**config.mk**
```make
export PLATFORM = sky130hd
export DESIGN_NAME = lsq_top
export DESIGN_NICKNAME = d
export VERILOG_FILES = /design/src/hdl/lsq_pkg.sv /design/src/hdl/lsq_sync3.sv /design/src/hdl/lsq_tick_counter.sv /design/src/hdl/lsq_top.sv
export VERILOG_INCLUDE_DIRS = /design/src /design/src/hdl
export SDC_FILE = /design/constraint.sdc
export NUM_CORES = 1
export LEC_CHECK = 0
export BUFFER_PORTS_ARGS = -buffer_cell sky130_fd_sc_hd__clkbuf_2
export CAP_MARGIN = 20
export CORE_MARGIN = 2
export CORE_UTILIZATION = 50
export DETAILED_ROUTE_END_ITERATION = 10
export PLACE_DENSITY_LB_ADDON = 0.12
export SLEW_MARGIN = 15
export SYNTH_ARGS = -nofsm -noshare
export SYNTH_HDL_FRONTEND = slang
export SYNTH_SLANG_ARGS = --single-unit
```
**constraint.sdc**
```tcl
create_clock -name CLOCK_I -period 8.5 [get_ports CLOCK_I]
set_input_delay 0.85 -clock CLOCK_I [delete_from_list [all_inputs] [get_ports CLOCK_I]]
set_output_delay 0.85 -clock CLOCK_I [all_outputs]
set_load 0.1 [all_outputs]
```
**src/hdl/lsq_cfg.svh**
```systemverilog
// constants for the led sequencer: register map, field positions, timing
`ifndef LSQ_CFG_SVH
`define LSQ_CFG_SVH
`define LSQ_CLK_MHZ        25
`define LSQ_POR_DELAY_NS   2000
`define LSQ_ADDR_CTRL      12'h000
`define LSQ_ADDR_STATUS    12'h004
`define LSQ_ADDR_COUNT     12'h008
`define LSQ_ADDR_RECYCLE   12'h00c
`define LSQ_CTRL_DRV_EN    0
`define LSQ_CTRL_RESTART   1
`define LSQ_CTRL_RESET     1'h1
`define LSQ_RES_HALF_MIN   10'h010
`define LSQ_RES_DEAD       10'h002
`define LSQ_DC_FLT_LOW_CNT 9'h040
`define LSQ_DC_FLT_L2_CNT  9'h100
`define LSQ_LED_FLT_CNT    9'h100
`define LSQ_BLANK_CNT      4'hf
`define LSQ_RECYCLE_BITS   19
`endif

```
**src/hdl/lsq_pkg.sv**
```systemverilog
// shared types of the led sequencer
package lsq_pkg;
	typedef struct packed {
		logic led_open;
		logic led_oc;
		logic led_ov;
		logic gnd_short;
		logic rect_short;
		logic dc_ov;
		logic dc_oc;
	} lsq_fault_type;

	typedef enum logic [2:0] {
		LSQ_SEQ_POR  = 3'b001,
		LSQ_SEQ_SOFT = 3'b010,
		LSQ_SEQ_RUN  = 3'b100
	} lsq_seq_type;
endpackage

```
**src/hdl/lsq_sync3.sv**
```systemverilog
// three-stage input synchroniser, output follows once stages two and three agree
`timescale 1ns/1ps
module lsq_sync3 #(
	parameter int W = 1
) (
	input  wire logic         clk_i,   // system clock
	input  wire logic         rst_i,   // synchronous reset, high
	input  wire logic [W-1:0] async_i, // asynchronous pins
	output logic      [W-1:0] sync_o   // filtered, synchronised level
);
	logic [W-1:0] s1;
	logic [W-1:0] s2;
	logic [W-1:0] s3;

	always_ff @(posedge clk_i) begin
		if (rst_i) begin
			s1 <= '0;
			s2 <= '0;
			s3 <= '0;
		end else begin
			s1 <= async_i;
			s2 <= s1;
			s3 <= s2;
		end
	end

	always_ff @(posedge clk_i) begin
		if (rst_i)
			sync_o <= '0;
		else
			sync_o <= (s2 & s3) | (sync_o & (s2 | s3));
	end
endmodule // lsq_sync3

```
**src/hdl/lsq_tick_counter.sv**
```systemverilog
// saturating counter that advances on oscillator ticks while its condition holds
`timescale 1ns/1ps
module lsq_tick_counter #(
	parameter int             WIDTH = 9,
	parameter logic [WIDTH-1:0] FULL = '1
) (
	input  wire logic             clk_i,    // system clock
	input  wire logic             rst_i,    // synchronous reset, high
	input  wire logic             clear_i,  // restart clear
	input  wire logic             tick_i,   // oscillator tick
	input  wire logic             active_i, // condition present
	output logic      [WIDTH-1:0] count_o,  // present count
	output logic                  full_o    // count reached full
);
	assign full_o = (count_o == FULL);

	always_ff @(posedge clk_i) begin
		if (rst_i || clear_i || !active_i)
			count_o <= '0; // [RULE_21]
		else if (tick_i && !full_o)
			count_o <= count_o + 1'b1; // [RULE_20]
	end
endmodule // lsq_tick_counter

```
**src/hdl/lsq_top.sv**
```systemverilog
// sequencing, drive timing and fault protection of the led / dc controller
// Functional notes
// RULE_01: resonant phases one and two in antiphase, near full duty, rate from dc error.
// RULE_02: burst mode emits whole pairs only, phase one first, phase two last.
// RULE_03: sync zero crossing resets led ramp; switch rises there, width from led error.
// RULE_04: after reset detach soft-start node and enable its charging source.
// RULE_05: at soft-start threshold stop the source and reconnect dimming integrator.
// RULE_06: release dc clamp at soft-start threshold or first dc feedback at reference.
// RULE_07: led held off in soft start; run flag; led needs run, enable and dim.
// RULE_08: any protection shutdown starts recycle counter; full count restarts the system.
// RULE_09: each fault comes from its own sense input comparator.
// RULE_10: led open, overcurrent or overvoltage stops only led switch, starts recycle.
// RULE_11: ground short or rectifier short stops all three drives at once.
// RULE_12: dc fault counts; at 64 drive fault pin low and start recycle.
// RULE_13: dc fault clears: restart on recycle; persists to 256: level two, all off.
// RULE_14: open-led detection blanked for 15 ticks after each dim rising edge.
// RULE_15: open led after blanking counts; at 256 set led fault, fault pin high.
// RULE_16: outside logic removes dc load and led supply when fault pin is low.
// RULE_17: resonant drives stop while dc error is below the shutdown level.
// RULE_18: reset clears counters and latches, discharges node, drives inactive.
// RULE_19: enable cycling or recycle pulse clears faults and restarts start-up.
// RULE_20: all counters advance on the resonant oscillator tick; por_cnt and the led ramp here advance every clock.
// RULE_21: fault counter advances only while fault present, clears otherwise.
`timescale 1ns/1ps
`include "lsq_cfg.svh"
module lsq_top
	import lsq_pkg::*;
#(
	parameter int RECYCLE_BITS = `LSQ_RECYCLE_BITS
) (
	input  wire logic        CLOCK_I,          // 25 MHz system clock
	input  wire logic        SYS_RST_I,        // synchronous reset, high
	input  wire logic        PSEL_I,           // apb select
	input  wire logic        PENABLE_I,        // apb enable
	input  wire logic        PWRITE_I,         // apb direction
	input  wire logic [11:0] PADDR_I,          // apb byte address
	input  wire logic [31:0] PWDATA_I,         // apb write data
	output logic      [31:0] PRDATA_O,         // apb read data
	output logic             PREADY_O,         // apb ready
	output logic             PSLVERR_O,        // apb error on unmapped address
	input  wire logic [7:0]  DC_LOOP_ERROR_LEVEL_I,  // digitised dc error, sets rate
	input  wire logic [7:0]  LED_LOOP_ERROR_LEVEL_I, // digitised led error, sets width
	input  wire logic        DC_ERR_BELOW_SHUTDOWN_I, // dc error under shutdown level
	input  wire logic        SYNC_ZERO_CROSS_I,  // transformer sync comparator
	input  wire logic        ENABLE_I,           // led enable pin
	input  wire logic        DIM_I,              // burst dimming input
	input  wire logic        SS_AT_THRESHOLD_I,  // soft-start node at threshold
	input  wire logic        DC_FB_AT_REF_I,     // dc feedback reached reference
	input  wire lsq_fault_type FAULT_SENSE_I,    // fault comparator outputs
	input  wire logic        FAULT_INDICATOR_OUT_I,    // fault pin level
	output logic             FAULT_INDICATOR_OUT_O,    // fault pin drive value
	output logic             FAULT_INDICATOR_OUT_OE_N_O, // low while driving
	output logic             RESONANT_PHASE_ONE_DRIVE_O, // phase one gate drive
	output logic             RESONANT_PHASE_TWO_DRIVE_O, // phase two gate drive
	output logic             LED_SWITCH_DRIVE_O,         // led switch gate drive
	output logic             SS_DISCHARGE_O,   // discharge soft-start node
	output logic             SS_SOURCE_EN_O,   // soft-start charging source on
	output logic             SS_DETACH_O,      // node detached from integrator
	output logic             DC_CLAMP_O,       // soft-start clamp on dc loop
	output logic             RUN_FLAG_O        // soft start complete
);
	localparam int POR_CYC_RAW = (`LSQ_POR_DELAY_NS * `LSQ_CLK_MHZ + 999) / 1000;
	localparam logic [15:0] POR_CYC = 16'(POR_CYC_RAW < 1 ? 1 : POR_CYC_RAW);

	logic [13:0]         pin_s;
	logic                burst_low;
	logic                sync_s;
	logic                enable_s;
	logic                dim_s;
	logic                ss_thr;
	logic                fb_ref;
	logic                fault_pin_s;
	lsq_fault_type       flt;
	logic                sync_d;
	logic                enable_d;
	logic                dim_d;
	lsq_seq_type         seq;
	lsq_seq_type         next_seq;
	logic [15:0]         por_cnt;
	logic                clamp_released;
	logic                drv_en;
	logic                restart_req;
	logic                soft_rst;
	logic [9:0]          osc_cnt;
	logic [9:0]          half;
	logic                tick;
	logic                pair_active;
	logic                res_allow;
	logic                hard_stop;
	logic                led_stop;
	logic                led_fault;
	logic                dc_flt_low;
	logic                dc_level2;
	logic                led_allow;
	logic [7:0]          ramp;
	logic [7:0]          next_ramp;
	logic [3:0]          blank_cnt;
	logic [8:0]          dc_cnt;
	logic                dc_full;
	logic [8:0]          led_cnt;
	logic                led_full;
	logic [RECYCLE_BITS-1:0] rec_cnt;
	logic                rec_full;
	logic                rec_active;
	logic [31:0]         rd_val;
	logic                rd_ok;

	lsq_sync3 #(.W(14)) u_sync (
		.clk_i   (CLOCK_I),
		.rst_i   (SYS_RST_I),
		.async_i ({DC_ERR_BELOW_SHUTDOWN_I, SYNC_ZERO_CROSS_I, ENABLE_I, DIM_I,
		           SS_AT_THRESHOLD_I, DC_FB_AT_REF_I, FAULT_INDICATOR_OUT_I,
		           FAULT_SENSE_I}),
		.sync_o  (pin_s)
	);
	assign {burst_low, sync_s, enable_s, dim_s, ss_thr, fb_ref, fault_pin_s} = pin_s[13:7];
	assign flt = lsq_fault_type'(pin_s[6:0]); // [RULE_09]

	always_ff @(posedge CLOCK_I) begin
		if (SYS_RST_I) begin
			sync_d   <= 1'b0;
			enable_d <= 1'b0;
			dim_d    <= 1'b0;
		end else begin
			sync_d   <= sync_s;
			enable_d <= enable_s;
			dim_d    <= dim_s;
		end
	end

	// enable falling edge, recycle pulse or software restart all rerun start-up
	assign soft_rst = (enable_d && !enable_s) || rec_full || restart_req; // [RULE_19] [RULE_08]

	// start-up sequencer
	always_comb begin
		next_seq = seq;
		unique case (seq)
			LSQ_SEQ_POR:  if (por_cnt >= POR_CYC - 16'h0001) next_seq = LSQ_SEQ_SOFT;
			LSQ_SEQ_SOFT: if (ss_thr) next_seq = LSQ_SEQ_RUN; // [RULE_05]
			LSQ_SEQ_RUN:  next_seq = LSQ_SEQ_RUN;
		endcase
	end

	always_ff @(posedge CLOCK_I) begin
		if (SYS_RST_I || soft_rst) begin
			seq     <= LSQ_SEQ_POR; // [RULE_18] [RULE_19]
			por_cnt <= 16'h0000;
		end else begin
			seq     <= next_seq;
			por_cnt <= (seq == LSQ_SEQ_POR) ? por_cnt + 16'h0001 : 16'h0000;
		end
	end

	// feedback reaching reference releases the clamp early and stays released
	always_ff @(posedge CLOCK_I) begin
		if (SYS_RST_I || soft_rst)
			clamp_released <= 1'b0;
		else if (seq == LSQ_SEQ_SOFT && fb_ref)
			clamp_released <= 1'b1; // [RULE_06]
	end

	// resonant oscillator: period latched at wrap so both halves stay equal
	always_ff @(posedge CLOCK_I) begin
		if (SYS_RST_I) begin
			osc_cnt <= 10'h000;
			half    <= `LSQ_RES_HALF_MIN;
		end else if (tick) begin
			osc_cnt <= 10'h000;
			half    <= `LSQ_RES_HALF_MIN + {2'b00, ~DC_LOOP_ERROR_LEVEL_I}; // [RULE_01]
		end else begin
			osc_cnt <= osc_cnt + 10'h001;
		end
	end
	assign tick = (osc_cnt == {half[8:0], 1'b0} - 10'h001); // [RULE_20]

	assign hard_stop = flt.gnd_short || flt.rect_short || dc_level2; // [RULE_11] [RULE_13]
	assign res_allow = drv_en && (seq != LSQ_SEQ_POR) && !burst_low; // [RULE_17]

	// a pair is granted only at the period boundary, so burst gaps never split one
	always_ff @(posedge CLOCK_I) begin
		if (SYS_RST_I || hard_stop || seq == LSQ_SEQ_POR)
			pair_active <= 1'b0; // [RULE_11] [RULE_18]
		else if (tick)
			pair_active <= res_allow; // [RULE_02]
	end

	always_ff @(posedge CLOCK_I) begin
		if (SYS_RST_I || hard_stop || !pair_active) begin
			RESONANT_PHASE_ONE_DRIVE_O <= 1'b0; // [RULE_11]
			RESONANT_PHASE_TWO_DRIVE_O <= 1'b0;
		end else begin
			RESONANT_PHASE_ONE_DRIVE_O <= (osc_cnt < half - `LSQ_RES_DEAD); // [RULE_01] [RULE_02]
			RESONANT_PHASE_TWO_DRIVE_O <= (osc_cnt >= half) &&
				(osc_cnt < {half[8:0], 1'b0} - `LSQ_RES_DEAD); // [RULE_01]
		end
	end

	// led ramp restarts at each sync rising crossing; switch turns on there
	assign led_allow = (seq == LSQ_SEQ_RUN) && enable_s && dim_s && !led_stop
		&& !hard_stop; // [RULE_07] [RULE_10] [RULE_11]

	always_comb begin
		next_ramp = (ramp == 8'hff) ? ramp : ramp + 8'h01;
		if (sync_s && !sync_d)
			next_ramp = 8'h00; // [RULE_03]
	end

	always_ff @(posedge CLOCK_I) begin
		if (SYS_RST_I) begin
			ramp               <= 8'h00;
			LED_SWITCH_DRIVE_O <= 1'b0;
		end else begin
			ramp               <= next_ramp;
			LED_SWITCH_DRIVE_O <= led_allow && (next_ramp < LED_LOOP_ERROR_LEVEL_I); // [RULE_03]
		end
	end

	// open-led blanking after each dim rising edge
	always_ff @(posedge CLOCK_I) begin
		if (SYS_RST_I || soft_rst)
			blank_cnt <= 4'h0;
		else if (dim_s && !dim_d)
			blank_cnt <= `LSQ_BLANK_CNT; // [RULE_14]
		else if (tick && blank_cnt != 4'h0)
			blank_cnt <= blank_cnt - 4'h1; // [RULE_20]
	end

	lsq_tick_counter #(.WIDTH(9), .FULL(`LSQ_DC_FLT_L2_CNT)) u_dc_cnt (
		.clk_i    (CLOCK_I),
		.rst_i    (SYS_RST_I),
		.clear_i  (soft_rst),
		.tick_i   (tick),
		.active_i (flt.dc_ov || flt.dc_oc), // [RULE_12]
		.count_o  (dc_cnt),
		.full_o   (dc_full)
	);

	lsq_tick_counter #(.WIDTH(9), .FULL(`LSQ_LED_FLT_CNT)) u_led_cnt (
		.clk_i    (CLOCK_I),
		.rst_i    (SYS_RST_I),
		.clear_i  (soft_rst),
		.tick_i   (tick),
		.active_i (flt.led_open && dim_s && blank_cnt == 4'h0), // [RULE_14] [RULE_15]
		.count_o  (led_cnt),
		.full_o   (led_full)
	);

	lsq_tick_counter #(.WIDTH(RECYCLE_BITS)) u_recycle (
		.clk_i    (CLOCK_I),
		.rst_i    (SYS_RST_I),
		.clear_i  (soft_rst),
		.tick_i   (tick),
		.active_i (rec_active), // [RULE_08]
		.count_o  (rec_cnt),
		.full_o   (rec_full)
	);

	// protection latches hold until a restart; a new fault in that cycle is re-seen next cycle
	always_ff @(posedge CLOCK_I) begin
		if (SYS_RST_I || soft_rst) begin
			led_stop   <= 1'b0; // [RULE_18] [RULE_19]
			led_fault  <= 1'b0;
			dc_flt_low <= 1'b0;
			dc_level2  <= 1'b0;
			rec_active <= 1'b0;
		end else begin
			if (flt.led_oc || flt.led_ov || led_full)
				led_stop <= 1'b1; // [RULE_10]
			if (led_full)
				led_fault <= 1'b1; // [RULE_15]
			if (dc_cnt >= `LSQ_DC_FLT_LOW_CNT)
				dc_flt_low <= 1'b1; // [RULE_12]
			if (dc_full)
				dc_level2 <= 1'b1; // [RULE_13]
			if (led_stop || dc_flt_low || hard_stop)
				rec_active <= 1'b1; // [RULE_08] [RULE_10] [RULE_12]
		end
	end

	// fault pin: dc fault pulls low and wins over led fault, which pulls high
	always_ff @(posedge CLOCK_I) begin
		if (SYS_RST_I) begin
			FAULT_INDICATOR_OUT_O      <= 1'b1;
			FAULT_INDICATOR_OUT_OE_N_O <= 1'b1;
		end else begin
			FAULT_INDICATOR_OUT_O      <= !dc_flt_low; // [RULE_12] [RULE_15]
			FAULT_INDICATOR_OUT_OE_N_O <= !(dc_flt_low || led_fault); // [RULE_16]
		end
	end

	// soft-start pins
	always_ff @(posedge CLOCK_I) begin
		if (SYS_RST_I) begin
			SS_DISCHARGE_O <= 1'b1; // [RULE_18]
			SS_SOURCE_EN_O <= 1'b0;
			SS_DETACH_O    <= 1'b1;
			DC_CLAMP_O     <= 1'b1;
			RUN_FLAG_O     <= 1'b0;
		end else begin
			SS_DISCHARGE_O <= (seq == LSQ_SEQ_POR);
			SS_SOURCE_EN_O <= (seq == LSQ_SEQ_SOFT); // [RULE_04] [RULE_05]
			SS_DETACH_O    <= (seq != LSQ_SEQ_RUN); // [RULE_04]
			DC_CLAMP_O     <= (seq != LSQ_SEQ_RUN) && !clamp_released; // [RULE_06]
			RUN_FLAG_O     <= (seq == LSQ_SEQ_RUN); // [RULE_07]
		end
	end

	// apb slave: one wait-free answer, ready one cycle after setup
	always_comb begin
		rd_ok  = 1'b1;
		rd_val = 32'h0000_0000;
		unique case (PADDR_I)
			`LSQ_ADDR_CTRL:    rd_val[`LSQ_CTRL_DRV_EN] = drv_en;
			`LSQ_ADDR_STATUS:  rd_val = {21'h000000, seq, fault_pin_s, rec_active,
				hard_stop, led_fault, led_stop, dc_level2, dc_flt_low, RUN_FLAG_O};
			`LSQ_ADDR_COUNT:   rd_val = {7'h00, led_cnt, 7'h00, dc_cnt};
			`LSQ_ADDR_RECYCLE: rd_val[RECYCLE_BITS-1:0] = rec_cnt;
			default:           rd_ok = 1'b0;
		endcase
	end

	always_ff @(posedge CLOCK_I) begin
		if (SYS_RST_I) begin
			PREADY_O  <= 1'b0;
			PSLVERR_O <= 1'b0;
			PRDATA_O  <= 32'h0000_0000;
		end else begin
			PREADY_O  <= PSEL_I && !PENABLE_I;
			PSLVERR_O <= PSEL_I && !PENABLE_I && !rd_ok;
			PRDATA_O  <= (PSEL_I && !PENABLE_I && !PWRITE_I) ? rd_val : 32'h0000_0000;
		end
	end

	// control register; restart bit is a self-clearing strobe
	always_ff @(posedge CLOCK_I) begin
		if (SYS_RST_I) begin
			drv_en      <= `LSQ_CTRL_RESET;
			restart_req <= 1'b0;
		end else begin
			restart_req <= 1'b0;
			if (PSEL_I && PENABLE_I && PREADY_O && PWRITE_I && PADDR_I == `LSQ_ADDR_CTRL) begin
				drv_en      <= PWDATA_I[`LSQ_CTRL_DRV_EN];
				restart_req <= PWDATA_I[`LSQ_CTRL_RESTART]; // [RULE_19]
			end
		end
	end
endmodule // lsq_top

```
# --- Word level (Yosys, flattened, before mapping) ---
# Index checks and enable logic that the tools add are counted.
op_classes:
  n_addsub: 11
  n_mul: 0
  div_mod_pow: 0
  magnitude_cmp: 6
  n_eq_ne: 15
  shifts: 0
  n_mux: 10
  bitwise_logic: 9
  reduce_logical: 73
op_table:
  columns: ["op", "n"]
  rows:
  - ["$pmux 18 s3", 1]
  - ["$and 14x14->14", 2]
  - ["$or 14x14->14", 2]
  - ["$logic_and 1x1->1", 26]
  - ["$eq 12x4->1 const B", 2]
  - ["$lt 10x10->1", 2]
  - ["$sub 10x2->10 const B", 2]
  - ["$add 19x1->19 const B", 1]
  - ["$eq 19x19->1 const B", 1]
  - ["$logic_not 1->1", 19]
  - ["$add 9x1->9 const B", 2]
  - ["$eq 9x9->1 const B", 2]
  - ["$logic_or 1x1->1", 17]
  - ["$add 16x1->16 const B", 1]
  - ["$ge 16x6->1 const B", 1]
  - ["$mux 8", 2]
  - ["$eq 12x3->1 const B", 1]
  - ["$logic_not 12->1", 1]
  - ["$add 10x1->10 const B", 1]
  - ["$eq 10x10->1", 1]
  - ["$ge 10x10->1", 1]
  - ["$sub 10x1->10 const B", 1]
  - ["$add 5x8->9 const A", 1]
  - ["$ge 9x7->1 const B", 1]
  - ["25 further kinds", 33]
totals:
  regBits: 200
  latch_bits: 0
  mem_bits_rw: 0
  romBits: 0
  input_bits: 79
  out_inout_bits: 44
  elab_cells: 163
  memories: 0

# --- Depth between registers and ports, before layout ---
logic_depth:
  depth_word: 6
  ltp_mapped: 13
  depth_no_buf: 11

# --- Modules after synthesis ---
# Synthesis repeated with hierarchy kept, for this count alone.
hier_totals:
  cells_unflattened: 936
  area_unflattened_um2: 8577.0
modules_own_cells:
  columns: ["module", "n_inst", "cells_per_inst", "area_each_um2", "seq_area_each_um2"]
  rows:
  - ["lsq_top", 1, 560, 4959.8, 1981.9]
  - ["lsq_sync3", 1, 146, 1634.1, 1121.1]
  - ["lsq_tick_counter (u_recycle)", 1, 124, 1072.3, 380.4]
  - ["lsq_tick_counter (u_dc_cnt ...)", 2, 53, 455.4, 180.2]

# --- Worst setup path after synthesis ---
# No wires, ideal clock.
synth_timing:
  kind: "register to register"
  startpoint: "reg half[1]"
  endpoint: "reg half[4]"
  setup_ns: 0.120
  arrival_time_ns: 2.544
  path_slack_ns: 5.836
  stages_incl_launch_ff: 13
  path_buffers: 2
  period_less_slack_ns: 2.664
  cell_sequence: "dfxtp_1 -> inv_1 -> ha_1 -> a21boi_0 -> nand3_1 -> xnor2_1 -> ha_1 -> and3_1 -> and3_1 -> buf_2 -> buf_1 -> nor2_1 -> a211o_1"
synth_between:
  elab_chain_len: 2
synth_lines:
  columns: ["element", "line", "source"]
  rows:
  - ["start, declared", "lsq_top.sv:85", "logic [9:0] half;"]
  - ["start signal, assigned", "lsq_top.sv:166", "half <= `LSQ_RES_HALF_MIN;"]
  - ["start signal, assigned", "lsq_top.sv:169", "half <= `LSQ_RES_HALF_MIN + {2'b00, ~DC_LOOP_ERROR_LEVEL_I};"]
  - ["$sub 10x1->10", "lsq_top.sv:174", "assign tick = (osc_cnt == {half[8:0], 1'b0} - 10'h001);"]
  - ["$eq 10x10->1", "lsq_top.sv:174", null]
# No other way between the ends.
# A chain may end at the register's enable or synchronous reset.

# --- Worst setup path after layout ---
layout_timing:
  startpoint: "reg half[2]"
  endpoint: "reg u_recycle.count_o[6]"
layout_between:
  elab_chain_len: 3
layout_lines:
  columns: ["element", "line", "source"]
  rows:
  - ["$sub 10x1->10", "lsq_top.sv:174", null]
  - ["$eq 10x10->1", "lsq_top.sv:174", null]
  - ["$logic_and 1x1->1", "lsq_tick_counter.sv:20", "else if (tick_i && !full_o)"]
  - ["end signal, assigned", "lsq_tick_counter.sv:21", "count_o <= count_o + 1'b1;"]
  - ["end, declared", "lsq_tick_counter.sv:12", "output logic [WIDTH-1:0] count_o,"]
# No other way between the ends.

==> reports/metrics.yaml <==
timing:
  final.period_utilization_pct: 40.6
  fmax_mhz: 290
  report.final.slew_viol_count: 0
  setup_ws_ns: 5.05
  worstMarginPinSlew_ns: 0.979
  hold_violations: 0
  fin_tns_setup_ns: 0
  fin_skew_ns: 0.00892
  rsz0062_at_grt: "no"
  max_slew_margin_pct: 34.8
  fin_crit_ns: 3.45
  final-setup-viol-count: 0
critical_path:
  rrSetupSlack_ns: 5.05
  cpMostUsedCell: "ha_1"
  cp.arrival_ns: 3.80
  crit_path_cell_trace: "inv_1, ha_1, a21boi_0, nand3_1, xnor2_1, ha_1, and3_1, and3_2, buf_4, o211ai_1, or3_1, a21oi_1"
  worstReg2RegEnd: "u_recycle.count_o[6]$_SDFFE_PP0P_"
  cp_max_fo: 44
  worstRegToRegCells: 12
  required_ns: 8.85
  startpoint: "half[2]$_SDFFE_PP0P_"
  critical-path-max-stage-delay_ns: 0.47
  cp_slowest_cell: "buf_4"
  crit_type: "reg2reg"
  end_kind: "flip-flop"
  timing.rr.start: "half[2]$_SDFFE_PP0P_"
  critPathLaunchType: "flip-flop"
clock_tree:
  cts_made_buffers: 17
  cts_resized: 0
  clock_latency_ns: 0.43
  clockRootBuffer: "clkbuf_16"
  cts_setup_buffers: 0
  ctsHoldBuffers: 0
  clkTransAtPathRegs_ns: 0.07
  cts.path.max_buffers: 2
  htreeDepth: 4
  cts.sinks: 192
  cts_tree: "done"
floorplan:
  die_h_um: 133
  die_x_um: 133
  start_util_pct: 50.8
  die_area_mm2: 0.0178
  ioPinCount: 123
  row_count: 47
  core_area_mm2: 0.0165
power_and_ir_drop:
  peakVddDrop_mv: 0.153
  switching_share_pct: 23.4
  seqPwrFrac_pct: 51.7
  powerDensity_mw_per_mm2: 187
  switchingPower_mw: 0.417
  pwr-share-clk_pct: 44.0
  internal_power_mw: 1.36
  p_leak_nw: 3.77
  comb_power_share_pct: 4.3
grt:
  grt_pass1_vias: 5781
  antenna_found_initial: 0
  gr-usage-all-layers_pct: 19.0
  grt.busiest_layer: "met2"
  use_met3_pct: 3.96
  grt_first_pass_wirelength_um: 27700
  grt_max_degree: 96
  grtUsageMet2_pct: 30.3
  overflow: 0
  grtUsageMet1_pct: 26.1
routing:
  ant_nets: 0
  remaining_drc_errors: 0
  num_vias: 6241
  dr.pass1.iters: 4
  route.final.wire_length_um: 16300
  drtIter0Drc: 308
  via_per_inst: 5.11
  wire_per_inst_um: 13.4
logic_synthesis:
  synth_cell_types: 63
  ys.flop_type: "dfxtp_1"
  syn_area_mm2: 0.00837
  synthTopCellsByCount: "dfxtp_1, nor2_1, nor2b_1, nand2_1, ha_1"
  yosysWarnings: 0
  postSynthAreaPerCell_um2: 9.17
  yosysTopAreaCellShare_pct: 45.9
  syn-instance-count: 913
  ys_seq_elements: 192
  synthTopCellsByArea: "dfxtp_1, ha_1, nor2_1"
  async_reset_ff_share_pct: 0
  yosysMostFrequentCell: "dfxtp_1"
  synth_edf_count: 0
  yosys.area.top_type: "dfxtp_1"
  ys_seq_area_share_pct: 45.9
min_path:
  min_path_type: "reg2reg"
  min-delay-start: "u_sync.s1[8]$_SDFF_PP0_"
  holdPathEnd: "u_sync.s2[8]$_SDFF_PP0_"
  hold_path_depth: 1
cells_and_area:
  area_delta_synth_final_pct: 13.3
  fin_nets: 1117
  fin_util_pct: 57.6
  fillers: 1510
  diodes: 0
  post_route_cells_drive_above_1_share_pct: 13.6
run:
  maxCapViolations: 0
placed_design:
  dpl.hpwl_um: 11500
  pre_cts_ws_ns: 5.05
  io_buffer_count: 85
  place.gp.congestion: 0.834
status:
  status: "complete, no violations"
==> sequential cells by signal, summed over array words and instances, names as in the netlist, 3 cells and up <==
signal / count
u_sync.s1: 14
por_cnt: 16
u_sync.s2: 14
u_sync.s3: 14
blank_cnt: 4
seq: 3
ramp: 8
half: 9
osc_cnt: 10
u_led_cnt.count_o: 9
PRDATA_O: 25
u_dc_cnt.count_o: 9
u_sync.sync_o: 14
u_recycle.count_o: 19
==> power groups by stage <==
stage,registers (mW),clock network [mW],logic (mW)
after floorplan,0.941,0,0.0567
after global placement,0.940,0,0.0760
after detailed placement,0.941,0,0.0768
after CTS,0.920,0.804,0.0772
after global routing,0.922,0.840,0.0856
final,0.920,0.782,0.0765
==> layout make-up <==
| class | instances | area, um2 | share of cell area [%] |
|---|---|---|---|
| multi-input cells | 651 | 4190 | 44.2 |
| clock inverters | 14 | 146 | 1.54 |
| well taps | 220 | 275 | 2.90 |
| flip-flops and latches | 192 | 3840 | 40.5 |
| repair buffers | 88 | 448 | 4.72 |
| inverters | 38 | 143 | 1.50 |
| clock buffers | 18 | 439 | 4.63 |
==> cells in the final DEF, fill, tap and decap left out, types with 26 or more instances in the layout <==
cell type / synthesis / final
ha_1: 50 / 50
xor2_1: 42 / 42
nand2_1: 52 / 52
dfxtp_1: 192 / 192
nand3_1: 32 / 32
nor3_1: 26 / 26
nor2b_1: 53 / 53
clkbuf_2: 1 / 84
a21oi_1: 44 / 44
nor2_1: 116 / 116
xnor2_1: 27 / 27
inv_1: 37 / 37
==> worst max-delay path by stage <==
stage                                              endpoint  slack (ns)
after floorplan                        half[4]$_SDFFE_PP1P_        5.84
after global placement    u_recycle.count_o[6]$_SDFFE_PP0P_        5.05
after detailed placement  u_recycle.count_o[6]$_SDFFE_PP0P_        5.05
after CTS                 u_recycle.count_o[6]$_SDFFE_PP0P_        5.02
after global routing      u_recycle.count_o[6]$_SDFFE_PP0P_        4.72
final                     u_recycle.count_o[6]$_SDFFE_PP0P_        5.05
==> critical path, delay by kind of cell, from the launching register on <==
| family | cells | cell delay, ns |
|---|---|---|
| buf+inv | 2 | 0.59 |
| flops | 1 | 0.41 |
| xor+xnor | 1 | 0.15 |
| simple gates | 4 | 1.01 |
| fa+ha+maj | 2 | 0.52 |
| compound gates | 3 | 0.68 |
==> logic make-up (layout without fill, tap and decap cells) <==
group	Yosys count	after routing	synth area share, %
xor+xnor	69	69	7.22
fa+ha+maj	50	50	7.47
flops	192	192	45.9
mux	17	17	2.06
compound gates	120	120	9.07
other cells	1	7	0.0448
simple gates	388	388	23.9
buf+inv	76	158	4.29
==> metal layers <==
metal	wire [um]	vias to the layer above
met2	7330	90
met3	453	18
met4	225	0
met1	8300	2850
met5	0	-
li1	-	3283
==> through the flow <==
| step | hold slack, ns | instances | total power, mW | area, um2 |
|---|---|---|---|---|
| 2_1_floorplan | 0.409 | 919 | 0.998 | 8390 |
| 4_1_cts | 0.441 | 1221 | 1.80 | 9490 |
| 6_report | 0.437 | 1221 | 1.78 | 9490 |
| 5_1_grt | 0.452 | 1221 | 1.85 | 9490 |
| 3_3_place_gp | 0.416 | 1189 | 1.02 | 8900 |
| 3_5_place_dp | 0.424 | 1189 | 1.02 | 8900 |
(Power assumes the default switching activity.)
